## src/ext_bus_pkg.sv

```systemverilog
/*
 * Constants shared by the external bus control block.
 * Assumes a single 40 MHz core clock; all pins sampled on it.
 */
`default_nettype none
package ext_bus_pkg;
   // Clock figures
   localparam int  CLK_PERIOD_NS   = 25;
   // Address and page layout
   localparam int  ADDR_W          = 32;
   localparam int  BANK_MSB        = 27;   // Bank number sits in address bits 27..26
   localparam int  BANK_LSB        = 26;
   localparam logic [1:0] BANK_DRAM = 2'h0; // Only bank 0 may hold DRAM
   localparam int  PAGE_SEL_W      = 3;    // Page size code width
   localparam int  PAGE_MIN_LOG2   = 8;    // Code 0 means 256-word pages
   localparam logic [PAGE_SEL_W-1:0] PAGE_SEL_RST = 3'h0;
   // Requester count on the peer arbitration lines
   localparam int  PEER_N          = 6;
   // Host grant settle: float one cycle before driving low
   localparam int  GRANT_FLOAT_CYC = 1;
   // Reset value of the counters
   localparam logic [ADDR_W-1:0] ADDR_RST = 32'h0000_0000;

   // Bus ownership states
   typedef enum logic [2:0] {
      ST_IDLE    = 3'b000,
      ST_ACCESS  = 3'b001,
      ST_FLOAT   = 3'b010,
      ST_HOST    = 3'b011,
      ST_PEER    = 3'b100
   } bus_state_t;
endpackage
`default_nettype wire

```

## src/burst_slave_counter.sv

```systemverilog
/*
 * Slave-side burst address counter.
 * Assumes the master strobes and burst flag are synchronous to clk_i.
 */
`default_nettype none
module burst_slave_counter #(
   parameter int ADDR_W = ext_bus_pkg::ADDR_W
) (
   input  wire logic              clk_i,
   input  wire logic              rst_i,
   input  wire logic              strobe_i,
   input  wire logic              burst_i,
   input  wire logic              ack_i,
   input  wire logic [ADDR_W-1:0] addr_i,
   output logic      [ADDR_W-1:0] addr_o,
   output logic                   active_o
);
   logic [ADDR_W-1:0] addr_reg;
   logic [ADDR_W-1:0] addr_next;
   logic              active_reg;
   logic              active_next;

   // Capture first address, then count completed transfers
   always_comb begin
      addr_next   = addr_reg;
      active_next = active_reg;
      if (strobe_i && ack_i) begin
         // Burst flag is low on the first word, high on the middle words, low on the last
         if (!active_reg && !burst_i) begin
            addr_next = addr_i + ADDR_W'(1);
         end else begin
            addr_next = addr_reg + ADDR_W'(1);
         end
         active_next = burst_i;
      end
   end

   always_ff @(posedge clk_i or posedge rst_i) begin
      if (rst_i) begin
         addr_reg   <= ext_bus_pkg::ADDR_RST;
         active_reg <= 1'b0;
      end else begin
         addr_reg   <= addr_next;
         active_reg <= active_next;
      end
   end

   // Bus address goes stale after the first word, so the counter takes over
   assign addr_o   = (active_reg || burst_i) ? addr_reg : addr_i;
   assign active_o = active_reg;
endmodule
`default_nettype wire

```

## src/ext_bus_ctrl.sv

```systemverilog
/*
 * External parallel bus control: page crossing, burst flag, wait states,
 * suspend three-state, host bus request and grant.
 * Assumes a core access request port and synchronous pins on clk_i.
 */
// How it works
// - Flag page crossing to DRAM controller
// - Page flag only for bank 0
// - Only bus master drives page output
// - Master raises burst on consecutive addresses
// - Slave captures first address, counts internally
// - Host burst read keeps address incrementing
// - Burst high after first, low on last
// - Low acknowledge holds external access open
// - Drive acknowledge low for unready slave
// - Suspend low floats bus next cycle
// - Access under suspend stalls until release
// - Master releases bus, then grants host
// - Release floats address and page pins; strobes held high
// - Host request outranks peer requests
// - Grant held while host request stays
// - Ready low for async host with select
`default_nettype none
module ext_bus_ctrl #(
   parameter int ADDR_W = ext_bus_pkg::ADDR_W,
   parameter int PEER_N = ext_bus_pkg::PEER_N
) (
   input  wire logic                  clk_i,
   input  wire logic                  rst_i,
   // Core side
   input  wire logic                  core_req_i,
   input  wire logic                  core_wr_i,
   input  wire logic                  core_burst_i,
   input  wire logic                  core_last_i,
   input  wire logic [ADDR_W-1:0]     core_addr_i,
   input  wire logic [ext_bus_pkg::PAGE_SEL_W-1:0] page_size_i,
   input  wire logic                  int_mem_ready_i,
   input  wire logic                  is_master_i,
   output logic                       core_done_o,
   output logic                       core_stall_o,
   // Bus pins
   input  wire logic                  bus_suspend_tristate_n_i,
   input  wire logic                  host_bus_request_n_i,
   input  wire logic                  host_cs_n_i,
   input  wire logic [PEER_N-1:0]     peer_bus_requests_n_i,
   input  wire logic                  ack_i,
   input  wire logic                  read_strobes_n_i,
   input  wire logic                  write_strobes_n_i,
   input  wire logic                  sequential_burst_flag_i,
   input  wire logic                  sync_slave_i,
   input  wire logic [ADDR_W-1:0]     addr_i,
   output logic [ADDR_W-1:0]          addr_o,
   output logic                       addr_oe_o,
   output logic                       read_strobes_n_o,
   output logic                       write_strobes_n_o,
   output logic                       page_o,
   output logic                       page_oe_o,
   output logic                       sequential_burst_flag_o,
   output logic                       ack_o,
   output logic                       ack_oe_o,
   output logic                       host_bus_grant_n_o,
   output logic                       host_bus_grant_oe_o,
   output logic                       host_ready_out_n_o,
   output logic                       host_ready_out_oe_o,
   output logic [ADDR_W-1:0]          slave_addr_o,
   output logic                       peer_grant_o
);
   import ext_bus_pkg::*;

   // Elaboration checks on the parameters
   if (PEER_N < 1 || PEER_N > 6) begin : g_peer_chk
      $error("PEER_N out of range");
   end
   if (ADDR_W <= BANK_MSB) begin : g_addr_chk
      $error("ADDR_W too small");
   end

   ////////////////////////////////////////////////////////////////////////////
   // State and output registers
   bus_state_t        state_reg,  state_next;
   logic [ADDR_W-1:0] addr_reg,   addr_next;
   logic [ADDR_W-1:0] last_page_reg, last_page_next;
   logic              last_valid_reg, last_valid_next;
   logic              drive_reg,  drive_next;
   logic              rd_n_reg,   rd_n_next;
   logic              wr_n_reg,   wr_n_next;
   logic              page_reg,   page_next;
   logic              burst_reg,  burst_next;
   logic              grant_n_reg, grant_n_next;
   logic              grant_oe_reg, grant_oe_next;
   logic              ack_oe_reg, ack_oe_next;
   logic              host_ready_out_oe_reg, host_ready_out_oe_next;
   logic              done_reg,   done_next;
   logic              stall_reg,  stall_next;
   logic              peer_reg,   peer_next;
   logic              in_burst_reg, in_burst_next;

   logic              suspend;
   logic              host_req;
   logic              peer_req;
   logic [ADDR_W-1:0] page_mask;
   logic              slave_strobe;
   logic [ADDR_W-1:0] cnt_addr;

   assign suspend  = !bus_suspend_tristate_n_i;
   assign host_req = !host_bus_request_n_i;
   assign peer_req = !(&peer_bus_requests_n_i);
   assign page_mask = ~((ADDR_W'(1) << (PAGE_MIN_LOG2 + int'(page_size_i))) - ADDR_W'(1));
   assign slave_strobe = !read_strobes_n_i || !write_strobes_n_i;

   ////////////////////////////////////////////////////////////////////////////
   // Slave burst counter for accesses into internal memory
   burst_slave_counter #(.ADDR_W(ADDR_W)) u_cnt (
      .clk_i    (clk_i),
      .rst_i    (rst_i),
      .strobe_i (slave_strobe),
      .burst_i  (sequential_burst_flag_i),
      .ack_i    (int_mem_ready_i),
      .addr_i   (addr_i),
      .addr_o   (cnt_addr),
      .active_o ()
   );

   ////////////////////////////////////////////////////////////////////////////
   // Next-state logic
   always_comb begin
      state_next      = state_reg;
      addr_next       = addr_reg;
      last_page_next  = last_page_reg;
      last_valid_next = last_valid_reg;
      drive_next      = drive_reg;
      rd_n_next       = 1'b1;
      wr_n_next       = 1'b1;
      page_next       = 1'b0;
      burst_next      = 1'b0;
      grant_n_next    = grant_n_reg;
      grant_oe_next   = grant_oe_reg;
      done_next       = 1'b0;
      stall_next      = 1'b0;
      peer_next       = 1'b0;
      in_burst_next   = in_burst_reg;
      // Wait states for a synchronous slave access not yet ready
      ack_oe_next     = slave_strobe && sync_slave_i && !int_mem_ready_i;
      // Async host wait while selected with request asserted
      host_ready_out_oe_next    = !host_cs_n_i && host_req && !int_mem_ready_i;
      case (state_reg)
         ST_IDLE: begin
            drive_next = is_master_i && !suspend;
            if (host_req) begin
               state_next    = ST_FLOAT;
               drive_next    = 1'b0;
               grant_oe_next = 1'b0;
            end else if (core_req_i && is_master_i) begin
               if (suspend) begin
                  stall_next = 1'b1;
               end else begin
                  state_next = ST_ACCESS;
                  addr_next  = core_addr_i;
                  drive_next = 1'b1;
                  rd_n_next  = core_wr_i;
                  wr_n_next  = !core_wr_i;
                  // Crossing when first access or new page in bank 0
                  page_next  = (core_addr_i[BANK_MSB:BANK_LSB] == BANK_DRAM) &&
                               (!last_valid_reg ||
                                ((core_addr_i & page_mask) != last_page_reg));
                  last_page_next  = core_addr_i & page_mask;
                  last_valid_next = 1'b1;
                  burst_next    = in_burst_reg && !core_last_i;
                  in_burst_next = core_burst_i && !core_last_i;
               end
            end else if (peer_req && !is_master_i) begin
               state_next = ST_PEER;
               drive_next = 1'b0;
            end
         end
         ST_ACCESS: begin
            rd_n_next  = rd_n_reg;
            wr_n_next  = wr_n_reg;
            page_next  = page_reg;
            burst_next = burst_reg;
            if (suspend) begin
               drive_next = 1'b0;
               stall_next = 1'b1;
            end else begin
               drive_next = 1'b1;
               if (ack_i) begin
                  done_next  = 1'b1;
                  rd_n_next  = 1'b1;
                  wr_n_next  = 1'b1;
                  page_next  = 1'b0;
                  burst_next = 1'b0;
                  state_next = ST_IDLE;
               end else begin
                  stall_next = 1'b1;
               end
            end
         end
         ST_FLOAT: begin
            drive_next = 1'b0;
            if (host_req) begin
               state_next    = ST_HOST;
               grant_n_next  = 1'b0;
               grant_oe_next = 1'b1;
            end else begin
               state_next = ST_IDLE;
            end
         end
         ST_HOST: begin
            drive_next = 1'b0;
            if (!host_req) begin
               grant_n_next  = 1'b1;
               state_next    = ST_IDLE;
               in_burst_next = 1'b0;
            end
         end
         ST_PEER: begin
            drive_next = 1'b0;
            peer_next  = 1'b1;
            if (host_req) begin
               state_next = ST_FLOAT;
            end else if (!peer_req || is_master_i) begin
               state_next = ST_IDLE;
            end
         end
         default: begin
            state_next = ST_IDLE;
         end
      endcase
      if (suspend && state_reg != ST_ACCESS) begin
         drive_next = 1'b0;
      end
   end

   always_ff @(posedge clk_i or posedge rst_i) begin
      if (rst_i) begin
         state_reg      <= ST_IDLE;
         addr_reg       <= ADDR_RST;
         last_page_reg  <= ADDR_RST;
         last_valid_reg <= 1'b0;
         drive_reg      <= 1'b0;
         rd_n_reg       <= 1'b1;
         wr_n_reg       <= 1'b1;
         page_reg       <= 1'b0;
         burst_reg      <= 1'b0;
         grant_n_reg    <= 1'b1;
         grant_oe_reg   <= 1'b0;
         ack_oe_reg     <= 1'b0;
         host_ready_out_oe_reg    <= 1'b0;
         done_reg       <= 1'b0;
         stall_reg      <= 1'b0;
         peer_reg       <= 1'b0;
         in_burst_reg   <= 1'b0;
      end else begin
         state_reg      <= state_next;
         addr_reg       <= addr_next;
         last_page_reg  <= last_page_next;
         last_valid_reg <= last_valid_next;
         drive_reg      <= drive_next;
         rd_n_reg       <= rd_n_next;
         wr_n_reg       <= wr_n_next;
         page_reg       <= page_next;
         burst_reg      <= burst_next;
         grant_n_reg    <= grant_n_next;
         grant_oe_reg   <= grant_oe_next;
         ack_oe_reg     <= ack_oe_next;
         host_ready_out_oe_reg    <= host_ready_out_oe_next;
         done_reg       <= done_next;
         stall_reg      <= stall_next;
         peer_reg       <= peer_next;
         in_burst_reg   <= in_burst_next;
      end
   end

   ////////////////////////////////////////////////////////////////////////////
   // Counter address registered for output
   logic [ADDR_W-1:0] slave_addr_reg;
   always_ff @(posedge clk_i or posedge rst_i) begin
      if (rst_i) begin
         slave_addr_reg <= ADDR_RST;
      end else begin
         slave_addr_reg <= cnt_addr;
      end
   end

   // Pin drivers, all from flip-flops or tied-low constants
   assign addr_o                  = addr_reg;
   assign addr_oe_o               = drive_reg;
   assign read_strobes_n_o        = rd_n_reg;
   assign write_strobes_n_o       = wr_n_reg;
   assign page_o                  = page_reg;
   assign page_oe_o               = drive_reg;
   assign sequential_burst_flag_o = burst_reg;
   assign ack_o                   = 1'b0;
   assign ack_oe_o                = ack_oe_reg;
   assign host_bus_grant_n_o      = grant_n_reg;
   assign host_bus_grant_oe_o     = grant_oe_reg;
   assign host_ready_out_n_o      = 1'b0;
   assign host_ready_out_oe_o     = host_ready_out_oe_reg;
   assign slave_addr_o            = slave_addr_reg;
   assign peer_grant_o            = peer_reg;
   assign core_done_o             = done_reg;
   assign core_stall_o            = stall_reg;
endmodule
`default_nettype wire

```

## config.mk

```make
export PLATFORM = sky130hd
export DESIGN_NAME = ext_bus_ctrl
export DESIGN_NICKNAME = d
export VERILOG_FILES = /design/src/ext_bus_pkg.sv /design/src/burst_slave_counter.sv /design/src/ext_bus_ctrl.sv
export SDC_FILE = /design/constraint.sdc
export NUM_CORES = 1
export LEC_CHECK = 0
export BUFFER_PORTS_ARGS = -buffer_cell sky130_fd_sc_hd__buf_4
export CORE_ASPECT_RATIO = 1.25
export CORE_MARGIN = 2
export CORE_UTILIZATION = 35
export DETAILED_ROUTE_END_ITERATION = 12
export HOLD_SLACK_MARGIN = 0.03
export SETUP_SLACK_MARGIN = 0.4
export SYNTH_ARGS = -nofsm -noshare
export SYNTH_HDL_FRONTEND = slang
export SYNTH_SLANG_ARGS = --single-unit
```

## constraint.sdc

```tcl
create_clock -name clk_i -period 4.9 [get_ports clk_i]
set_input_delay 0.245 -clock clk_i [delete_from_list [all_inputs] [get_ports clk_i]]
set_output_delay 0.245 -clock clk_i [all_outputs]
set_load 0.02 [all_outputs]
```

# Word-level counts from Yosys, hierarchy flattened
# Index checks and enable logic that the tools add are counted.
# classes
eq_ne	17
reduce_logical	44
mux	60
n_bitwise	2
n_addsub	4
div	0
magnitude_cmp	0
n_shift	1
mul	0
# ops
cell	count
adder 32 x 1 -> 32 bit, second input constant	2
two-way mux 32 bit	2
two-way mux 1 bit	38
AND 32 bit	1
!= test 32 bit	1
NOT 32 bit	1
<< shifter 1 x 5 -> 32 bit, first input constant	1
subtractor 32 x 2 -> 32 bit, second input constant	1
two-way mux 3 bit	9
!= test 2 bit, second input constant	8
case mux 1 bit (2 select lines)	8
case mux 3 bit (5 select lines)	1
logical AND 1 bit	13
logical NOT 1 bit	13
AND reduction 6 bit	2
!= test 4 bit, second input constant	2
equality test 3 x 2 -> 1 bit, second input constant	2
AND reduction 3 bit	2
nonzero test 2 bit	3
adder 4 x 3 -> 5 bit, first input constant	1
AND reduction 5 bit	1
logical OR 1 bit	4
AND reduction 4 bit	1
nonzero test 4 bit	1
other kinds (10)	10
# totals
reg_bits	146
mem_bits_rw	0
memories	0
latch_bits	0
output_inout_bits	79
rom_bits	0
elab_cells	148

# Logic depth before layout (Yosys ltp)
# Gate-level depths: netlist (run 1).
# logic_depth
word_depth	12
mapped_depth	13
depth_no_buf	10

# Hierarchy
# Synthesis (run 1) repeated with hierarchy kept, for this count alone.
# unflattened
hier_cells	732
area_unflattened_um2	6860.3
# modules_own_cells
mod	n_inst	cells_each	area_per_inst_um2
ext_bus_ctrl	1	366	4016.4
burst_slave_counter	1	366	2844.0

# Worst setup path before layout (run 1)
# No wires, ideal clock.
# synth_timing
kind	reg2reg
startpoint	reg u_cnt.active_reg (netlist: u_cnt.active_o)
endpoint	reg u_cnt.addr_reg[16]
setup_ns	0.130
period_less_slack_ns	2.585
t_required_ns	4.770
slack_ns	2.315
stages_incl_launch_ff	14
arrival_time_ns	2.454
cell_sequence	dfrtp_1 > buf_4 > or2_2 > clkbuf_1 > clkbuf_1 > nand2_1 > nand2_1 > ha_1 > inv_1 > a221oi_4 > nand3_4 > nand3b_1 > xor2_1 > o21ai_1
# synth_via
elab_chain_cells	3
# synth_lines
element	line_no	text
start: declaration	burst_slave_counter.sv:20	logic active_reg;
start signal: assignment	burst_slave_counter.sv:44	active_reg <= active_next;
logical NOT 1 bit	burst_slave_counter.sv:29	if (!active_reg && !burst_i) begin
logical AND 1 bit	burst_slave_counter.sv:29	
two-way mux 32 bit	burst_slave_counter.sv:29	
end signal: assignment	burst_slave_counter.sv:40	addr_reg <= ext_bus_pkg::ADDR_RST;
end signal: assignment	burst_slave_counter.sv:43	addr_reg <= addr_next;
end: declaration	burst_slave_counter.sv:18	logic [ADDR_W-1:0] addr_reg;
# Every way passes these cells.
# A chain may end at the register's enable or synchronous reset.

# Final worst setup path (run 1)
# Ends and elaborated chain as after synthesis.

==> impl_metrics.ini, run 1 <==
[run_status]
status = finished, final reports clean

[place]
dp_slack_ns = 2.00
dp_hpwl_um = 11100
gp_congestion = 0.782
io_buffers = 165
dpl_cell_area_um2 = 7950

[pwr]
seq_power_share_pct = 38.7
power.density_nw_per_um2 = 496
irDropWorstVdd_uv = 245
power.share.clock_pct = 32.2
total_power_mw = 4.37
p_switching_mw = 1.43
combPwrFrac_pct = 29.2
p_int_mw = 2.94
switching_share_pct = 32.6
leakagePower_nw = 4.27

[setup_path]
critPathArrivalTime_ns = 3.20
r2r-start = u_cnt.active_o$_DFFE_PP0P_
critPathMaxStageDelay_ns = 0.48
cpMostUsedCell = nand2_1
cp_slowest_cell = dfrtp_1
crit_path_cell_trace = buf_4, or2_2, nand2_1, nand2_1, ha_1, inv_1, a221oi_4, nand3_4, nand3b_1, xor2_1, o21ai_1
cp_max_fo = 24
worst-path-buf-inv = 2
path_class = reg -> reg
reg2reg_depth = 11
crit_path_start = u_cnt.active_o$_DFFE_PP0P_
worstSetupPathDepth = 11
critPathLaunchType = flip-flop
endpoint_kind = flip-flop
cp_top_family = simple AND/OR/NAND/NOR gates
rrSetupSlack_ns = 1.96
crit_required_ns = 5.16

[synth]
synth_edf_count = 0
synthArstFlopShare_pct = 100
ys_seq_area_share_pct = 52.6
yosys.area.top_type = dfrtp_1
avgSynthCellArea_um2 = 9.72
synth_area_leaders = dfrtp_1 51%, nand2_1 13%, xnor2_1 3.5%, xor2_1 3.1%, o21ai_0 2.4%
synth_flop_cell = dfrtp_1
synth_top_area_share_pct = 51.4
synth_cell_types = 59
ys_ff_latch = 138
yosys_warnings = 0
syn-instance-count = 676
netlist_area_um2 = 6570

[die]
die_h_um = 157
dieArea_um2 = 19900
rows = 56
initial_core_util_pct = 35.4
core_um2 = 18600
io_pins = 168
fp.dieW_um = 127

[global_routing]
grt_pass1_wl_um = 27100
antenna_found_initial = 0
grt_pass1_vias = 5229
grt_max_degree = 105
grt_usage_pct = 17.1
grt-ovfl-total = 0

[run]
cap_violations = 0

[clocking]
insertion_delay_ns = 0.42
clkTransAtPathRegs_ns = 0.06
cts_buffer_depth = 2
cts_buffers = 17
clock_sinks = 138
postCtsSetupRepairBufs = 0
cts_tree = built
htree_levels = 4
cts_root_buf = clkbuf_16

[route]
drt-initial-drc-count = 293
wl_per_cell_um = 14.9
final_antenna_net_count = 0
drc = 0
avgViaCountPerCell = 4.77
via_count = 5239
wl_um = 16400
dr.pass1.iters = 4

[timing]
skew_ns = 0.00689
fin_ws_ns = 1.96
slew_violations = 0
max_freq_mhz = 341
slew_headroom_pct = 25.4
grt_setup_unrepaired = false
timing.final.crit_share_pct = 59.9
worstMarginPinSlew_ns = 1.12
finalSetupViolations = 0
hold_viol_final = 0
tns_ns = 0
layout_min_cycle_time_ns = 2.94

[layout]
diodes = 0
fin_area_um2 = 8800
utilization_pct = 47.4
drive_above_1_share_pct = 29.0
area_growth_pct = 33.9
finalNetCount = 944

[hold_path]
hold_class = in -> async
## layer usage
layer	vias up	global-route usage [%]	routed length (um)
li1	2602	-	-
met1	2466	22.2	7470
met2	145	27.8	7750
met3	26	3.98	847
met4	0	6.80	349
met5	-	0	0
## layout by cell type, fill, tap and decap left out, drive strengths merged, types with 7 or more instances in the layout
master and instances:
o21ai 47, mux2 11, nor2 19, clkbuf 22
dfrtp 135, a21oi 12, nand2 236, mux2i 8
nor3 14, inv 18, nand4 9, o211ai 11
xor2 23, buf 170, nand2b 8, nand4bb 9
nand3 7, xnor2 26, dlygate4sd3 20
## final timing paths
| kind | end |
|---|---|
| setup / recovery | u_cnt.addr_reg[16]$_DFFE_PP0P_ |
| hold / removal | slave_addr_o[11]$_DFF_PP0_ |
| setup reg to reg | u_cnt.addr_reg[16]$_DFFE_PP0P_ |
| hold reg to reg | addr_o[22]$_DFFE_PP0P_ |
| max in group asynchronous | u_cnt.addr_reg[2]$_DFFE_PP0P_ |
| min in group clk_i | addr_o[31]$_DFFE_PP0P_ |
## repair_timing
item,4_1_cts,5_1_grt
resized for setup,0,0
hold buffers,20,0
endpoints found under the setup margin,0,0
hold endpoints to repair,19,0
## logic make-up (layout without fill, tap and decap cells)
kind of cell	after synthesis	in the layout	share of synthesized area, %
simple gates	326	326	24.1
flops	138	138	52.6
xor+xnor	49	49	6.53
compound gates	90	90	9.10
buf+inv	51	240	4.17
other cells	1	2	0.0570
mux	19	19	3.10
fa+ha+maj	2	2	0.381
## power groups by stage
stage	Sequential, mW	Clock (mW)	Combinational, mW
global route	1.73	1.49	1.41
CTS	1.69	1.45	1.29
detailed placement	1.71	0	1.27
finish	1.69	1.40	1.27
floorplan	1.91	0	0.550
global placement	1.70	0	1.26
## metrics by stage
| step | hold WS, ns | cells |
|---|---|---|
| 2_1_floorplan | 0.295 | 677 |
| 3_3_place_gp | 0.396 | 1046 |
| 3_5_place_dp | 0.397 | 1046 |
| 4_1_cts | 0.0360 | 1098 |
| 5_1_grt | 0.0521 | 1098 |
| 6_report | 0.0121 | 1098 |
## synthesized netlist by cell type (all sizes together), types with 5 or more instances
library cell and number:
nor4 5, o21ai 47, nand2 236, mux2i 8
nand4bb 9, nand2b 8, a22oi 5, nand3 7
xor2 23, a21oi 12, nor2 19, xnor2 26
dfrtp 135, mux2 11, nor3 14, nand4 9
buf 13, clkbuf 19, inv 18, o211ai 11
## final cells by class
cell class,instances,area [um^2]
fillers,1736,9770
inverters,18,72.6
clock buffers,22,484
clock inverters,10,164
repair buffers,190,1480
well taps,232,290
flip-flops and latches,138,3460
multi-input cells,488,2860
Power figures use the tool's default switching activity.
==> run 2, diff against run 1 <==
==> constraint.sdc (replaced) <==
create_clock -name clk_i -period 2.5 [get_ports clk_i]
set_input_delay 0.125 -clock clk_i [delete_from_list [all_inputs] [get_ports clk_i]]
set_output_delay 0.125 -clock clk_i [all_outputs]
set_load 0.02 [all_outputs]
==> run 2 against run 1 <==
  * First-iteration DRC count decreased by 34%
  * Sequential share of layout area decreased by 3.5 points
  * Routed wire length increased by 6.0%
  * Power increased by 97%
  * Non-clock buffer count increased by 72
  * Worst setup slack got worse by 1.6 ns
  * Global-route usage increased by 1.1 points
  * Combinational power increased by 110%
  * Design area increased by 9.8%
  * Die area unchanged
  * Clock skew increased by 0.0039 ns
  * Critical path type unchanged
==> impl_metrics.ini, run 2 (same netlist as run 1, synthesis figures left out) <==
[clocking]
insertion_delay_ns = 0.42
cts_buffer_depth = 2
cts_tree = built
cts_root_buf = clkbuf_16
htree_levels = 4
clkTransAtPathRegs_ns = 0.06
clock_sinks = 138
cts_buffers = 17

[timing]
max_freq_mhz = 465
worstMarginPinSlew_ns = 0.629
grt_setup_unrepaired = true
slew_headroom_pct = 58.1
timing.final.crit_share_pct = 86.1
skew_ns = 0.0108
tns_ns = 0
layout_min_cycle_time_ns = 2.15
finalSetupViolations = 0
hold_viol_final = 0
slew_violations = 0

[route]
avgViaCountPerCell = 4.73
dr.pass1.iters = 4
wl_per_cell_um = 14.9
via_count = 5537
wl_um = 17400
drt-initial-drc-count = 193
final_antenna_net_count = 0
drc = 0

[layout]
diodes = 0
finalNetCount = 1018
fillers = 1676
mostFrequentLayoutCells = 232 x nand2_1, 182 x buf_4, 135 x dfrtp_1
stdcell_count = 1171
final_common_cell = nand2_1
drive_above_1_share_pct = 30.7
area_growth_pct = 46.9
fin_area_um2 = 9660

[die]
io_pins = 168
rows = 56
core_um2 = 18600
dieArea_um2 = 19900
die_h_um = 157
initial_core_util_pct = 35.4
fp.dieW_um = 127

[hold_path]
holdCritStartpoint = core_last_i
min_path_cells = 3
hold_end = sequential_burst_flag_o$_DFFE_PP0P_
hold_class = in -> reg

[setup_path]
rrSetupSlack_ns = 0.35
critPathArrivalTime_ns = 2.45
critPathLaunchType = flip-flop
reg2reg_depth = 11
r2r-start = u_cnt.active_o$_DFFE_PP0P_
critPathMaxStageDelay_ns = 0.44
path_class = reg -> reg
worst-path-buf-inv = 3
reg2reg_to = u_cnt.addr_reg[20]$_DFFE_PP0P_
crit_path_cell_trace = or3b_4, nand2_4, ha_4, inv_4, a221oi_4, buf_6, buf_12, nand3_4, nor3_4, xnor2_1, o21ai_1
cp_max_fo = 4
cp_top_family = simple AND/OR/NAND/NOR gates
cp_slowest_cell = or3b_4
endpoint_kind = flip-flop
crit_required_ns = 2.80

[pwr]
power.density_nw_per_um2 = 890
irDropWorstVdd_uv = 399
leakagePower_nw = 4.64

[global_routing]
grt_pass1_wl_um = 28800
grt_max_degree = 111
grt-ovfl-total = 0
grt_usage_pct = 18.2
grt_pass1_vias = 5630
antenna_found_initial = 0

[run]
cap_violations = 0

[run_status]
status = finished, final reports clean

[place]
dpl_cell_area_um2 = 8060
dp_hpwl_um = 11400
io_buffers = 165
gp_congestion = 0.784
place_inst = 1055
==> run 2: cell types whose count changed in the layout (fill, tap and decap cells not counted), moves of 2 or more <==
cell,previous run,this run
nand2_1,234,232
nor2_4,0,4
buf_12,0,4
nor2_1,17,13
buf_6,0,5
dlygate4sd3_1,20,71
o21ai_0,32,28
buf_4,170,182
o21ai_1,14,18
nor3_1,8,6
==> run 2: repair_timing <==
item | 4_1_cts | 5_1_grt
gates cloned | 2 | 0
pin swaps | 11 | 8
resized for setup | 12 | 22
buffers inserted | 7 | 5
endpoints found under the hold margin | 224 | 0
hold buffers | 71 | 0
setup endpoints to repair | 18 | 32
==> run 2: tightest hold or removal path: stages <==
cell	delay (ns)
buf_4	0.12
inv_1	0.05
a32o_1	0.14
==> run 2: through the flow <==
step	hold WS [ns]	power [mW]	setup slack, ns	util, %
2_1_floorplan	0.175	4.83	0.249	-
6_report	0.0473	8.60	0.348	52.0
3_3_place_gp	0.275	5.84	0.284	43.4
4_1_cts	0.0310	8.66	0.385	51.2
3_5_place_dp	0.281	5.88	0.245	43.4
5_1_grt	0.0346	9.16	0.233	52.0
==> run 2: where the power goes <==
part           switching [mW]  total (mW)  internal, mW
Sequential              0.414        3.32          2.91
Combinational            1.47        2.68          1.21
Clock                   0.955        2.60          1.65
==> run 2: final cells by class <==
class | count | area (um^2) | area share [%]
multi-input cells | 490 | 3010 | 31.2
inverters | 18 | 73.8 | 0.764
well taps | 232 | 290 | 3.01
repair buffers | 262 | 2210 | 22.9
clock inverters | 10 | 141 | 1.46
clock buffers | 21 | 470 | 4.87
flip-flops and latches | 138 | 3460 | 35.8
==> run 2: how the worst max path moves through the flow <==
stage | start | to | slack [ns] | cells after the start
2_1_floorplan | u_cnt.active_o$_DFFE_PP0P_ | u_cnt.addr_reg[16]$_DFFE_PP0P_ | 0.25 | 13
3_3_place_gp | u_cnt.active_o$_DFFE_PP0P_ | u_cnt.addr_reg[16]$_DFFE_PP0P_ | 0.28 | 9
3_5_place_dp | u_cnt.active_o$_DFFE_PP0P_ | u_cnt.addr_reg[16]$_DFFE_PP0P_ | 0.24 | 9
4_1_cts | u_cnt.active_o$_DFFE_PP0P_ | u_cnt.addr_reg[16]$_DFFE_PP0P_ | 0.38 | 10
5_1_grt | u_cnt.active_o$_DFFE_PP0P_ | u_cnt.addr_reg[20]$_DFFE_PP0P_ | 0.23 | 11
6_report | u_cnt.active_o$_DFFE_PP0P_ | u_cnt.addr_reg[20]$_DFFE_PP0P_ | 0.35 | 11
==> run 2: metal layers <==
metal	GRT usage, %	wire (um)
met2	31.4	8730
met1	23.2	7610
met5	0	0
met4	5.44	215
met3	3.70	841
==> run 3, diff against run 2 <==
--- a/config.mk
+++ b/config.mk
@@ -5,6 +5,7 @@
 export SDC_FILE = /design/constraint.sdc
 export NUM_CORES = 1
 export LEC_CHECK = 0
+export ABC_AREA = 1
 export BUFFER_PORTS_ARGS = -buffer_cell sky130_fd_sc_hd__buf_4
 export CORE_ASPECT_RATIO = 1.25
 export CORE_MARGIN = 2
==> run 3 against run 2 <==
  * Power is 0.94% higher
  * Area after synthesis is 1.2% higher
  * Register-to-register slack better by 0.17 ns
  * Die area is 1.2% higher
  * Combinational power is 7.8% higher
  * Flip-flop and latch count stayed put
  * Final cell count is 17% higher
  * First-iteration DRC count is 72% higher
  * Synthesized cell count is 30% higher
  * Via count is 15% higher
  * Design area hardly changed
  * Clock skew is 0.0012 ns lower
==> impl_metrics.ini, run 3 <==
[run_status]
status = finished, final reports clean

[layout]
fin_area_um2 = 9660
area_growth_pct = 45.1
fillers = 1854
finalNetCount = 1213
mostFrequentLayoutCells = 375 x nand2_1, 180 x buf_4, 134 x dfrtp_1
diodes = 0
final_common_cell = nand2_1
drive_above_1_share_pct = 28.1

[setup_path]
cpMostUsedCell = nand2_1
cp_top_family = simple AND/OR/NAND/NOR gates
path_class = reg -> reg
worstSetupPathDepth = 13
critPathLaunchType = flip-flop
worst-path-buf-inv = 1
endpoint_kind = flip-flop
reg2reg_depth = 13
crit_path_cell_trace = nor2_4, buf_4, nand2_1, nand2_2, nand2_2, nor2_2, nand2_2, nor2_4, nand2_1, nand2_1, nand2_1, nand2_1, nand2_1
crit_required_ns = 2.81
cp_max_fo = 11
critPathArrivalTime_ns = 2.29
critPathMaxStageDelay_ns = 0.45
cp_slowest_cell = dfrtp_2

[synth]
yosys.area.top_type = dfrtp_1
syn-instance-count = 880
avgSynthCellArea_um2 = 7.56
synth_top_area_share_pct = 50.8
synth_cell_types = 33
synth_most_common_cell = nand2_1
netlist_area_um2 = 6650
synth_flop_cell = dfrtp_1
ys_ff_latch = 138
yosys_warnings = 0
synth_common_cells = 402 x nand2_1, 135 x dfrtp_1, 72 x nor2_1
ys_seq_area_share_pct = 52.0
synthArstFlopShare_pct = 100
synth_area_leaders = dfrtp_1 51%, nand2_1 23%, o21ai_0 4.4%, nor2_1 4.1%, inv_1 3.7%
synth_edf_count = 0

[route]
final_antenna_net_count = 0
dr.pass1.iters = 5
drt-initial-drc-count = 331
drc = 0
wl_per_cell_um = 14.1
wl_um = 19300
avgViaCountPerCell = 4.65
via_count = 6362

[global_routing]
grt_pass1_vias = 6054
grt_max_degree = 139
antenna_found_initial = 0
grt_pass1_wl_um = 31000
grt_usage_pct = 19.5
grt-ovfl-total = 0

[clocking]
cts_buffer_depth = 2
cts_buffers = 17
insertion_delay_ns = 0.42
clkTransAtPathRegs_ns = 0.06
clock_sinks = 138
htree_levels = 4
cts_root_buf = clkbuf_16
cts_tree = built

[timing]
skew_ns = 0.00964
timing.final.crit_share_pct = 79.2
slew_headroom_pct = 43.1
hold_viol_final = 0
slew_violations = 0
worstMarginPinSlew_ns = 0.854
grt_setup_unrepaired = true
tns_ns = 0
layout_min_cycle_time_ns = 1.98
max_freq_mhz = 505
finalSetupViolations = 0

[place]
dpl_cell_area_um2 = 8200
dp_hpwl_um = 13800
io_buffers = 165
gp_congestion = 0.917

[die]
io_pins = 168
die_h_um = 158
core_um2 = 18700
rows = 56
fp.dieW_um = 127
dieArea_um2 = 20100
initial_core_util_pct = 35.6

[pwr]
leakagePower_nw = 4.85
power.density_nw_per_um2 = 899
total_power_mw = 8.68
irDropWorstVdd_uv = 505

[hold_path]
hold_class = in -> reg
min_path_cells = 3

[run]
cap_violations = 0
-- run 3: report_power, final --
group          leakage, nW  internal, mW  switching, mW
clock network        0.274          1.49           1.01
logic                 2.85          1.18           1.71
registers             1.73          2.92          0.362
total                 4.85          5.60           3.08
-- run 3: timing repair --
action                     CTS  global route
gates resized for setup      4            68
hold buffers                52             9
setup buffers                4             2
hold endpoints to repair   203             9
pin swaps                    2             8
setup endpoints to repair   25            34
-- run 3: worst reg2reg max path, stage by stage (launching register included) --
cell and delay [ns]:
dfrtp_2 0.45, nor2_4 0.13, buf_4 0.20, nand2_1 0.10
nand2_2 0.14, nand2_2 0.10, nor2_2 0.17, nand2_2 0.12
nor2_4 0.18, nand2_1 0.07, nand2_1 0.06, nand2_1 0.05
nand2_1 0.05, nand2_1 0.05
-- run 3: final timing paths --
check | start | end | slack, ns
setup / recovery | u_cnt.active_o$_DFFE_PP0P_ | u_cnt.addr_reg[31]$_DFFE_PP0P_ | 0.52
hold / removal | addr_i[9] | slave_addr_o[9]$_DFF_PP0_ | 0.04
setup reg to reg | u_cnt.active_o$_DFFE_PP0P_ | u_cnt.addr_reg[31]$_DFFE_PP0P_ | 0.52
hold reg to reg | last_valid_reg$_DFFE_PP0P_ | last_valid_reg$_DFFE_PP0P_ | 0.45
max in group asynchronous | rst_i | u_cnt.active_o$_DFFE_PP0P_ | 1.33
min in group asynchronous | rst_i | addr_o[27]$_DFFE_PP0P_ | 0.43
-- run 3: kinds of logic (layout without fill, tap and decap cells) --
family                   Yosys count  in the layout  synth area share (%)
AO/OA/AOI/OAI                     80             80                  6.52
XOR/XNOR                          10             10                  1.32
adder cells (fa/ha/maj)            2              2                 0.376
buffers and inverters             93            347                  5.77
flip-flops                       138            138                  52.0
other                              1              2                0.0564
AND/OR/NAND/NOR                  556            556                  34.0
-- run 3: through the flow --
stage | cells | hold slack [ns] | setup slack, ns | util [%]
4_1_cts | 1356 | 0.0305 | 0.390 | 50.0
6_report | 1367 | 0.0355 | 0.521 | 51.6
3_5_place_dp | 1268 | 0.278 | 0.160 | 43.8
5_1_grt | 1367 | 0.0371 | 0.354 | 51.6
2_1_floorplan | 881 | 0.190 | 0.595 | -
3_3_place_gp | 1268 | 0.275 | 0.193 | 43.8
-- run 3: final cells by class --
class                           instances  area (um^2)  share of cell area [%]
Clock buffer                           18          439                    4.55
Sequential cell                       138         3460                    35.8
Tap cell                              232          290                    3.01
Clock inverter                         14          148                    1.53
Multi-Input combinational cell        650         3010                    31.2
Inverter                               67          255                    2.64
Timing Repair Buffer                  248         2060                    21.3
-- run 3: routing by layer --
metal	vias up	part of all wire (%)	track usage, %
li1	3229	-	-
met1	2978	43	24.4
met2	140	52	34.6
met3	15	4.0	3.55
met4	0	0.97	5.08
met5	-	0	0
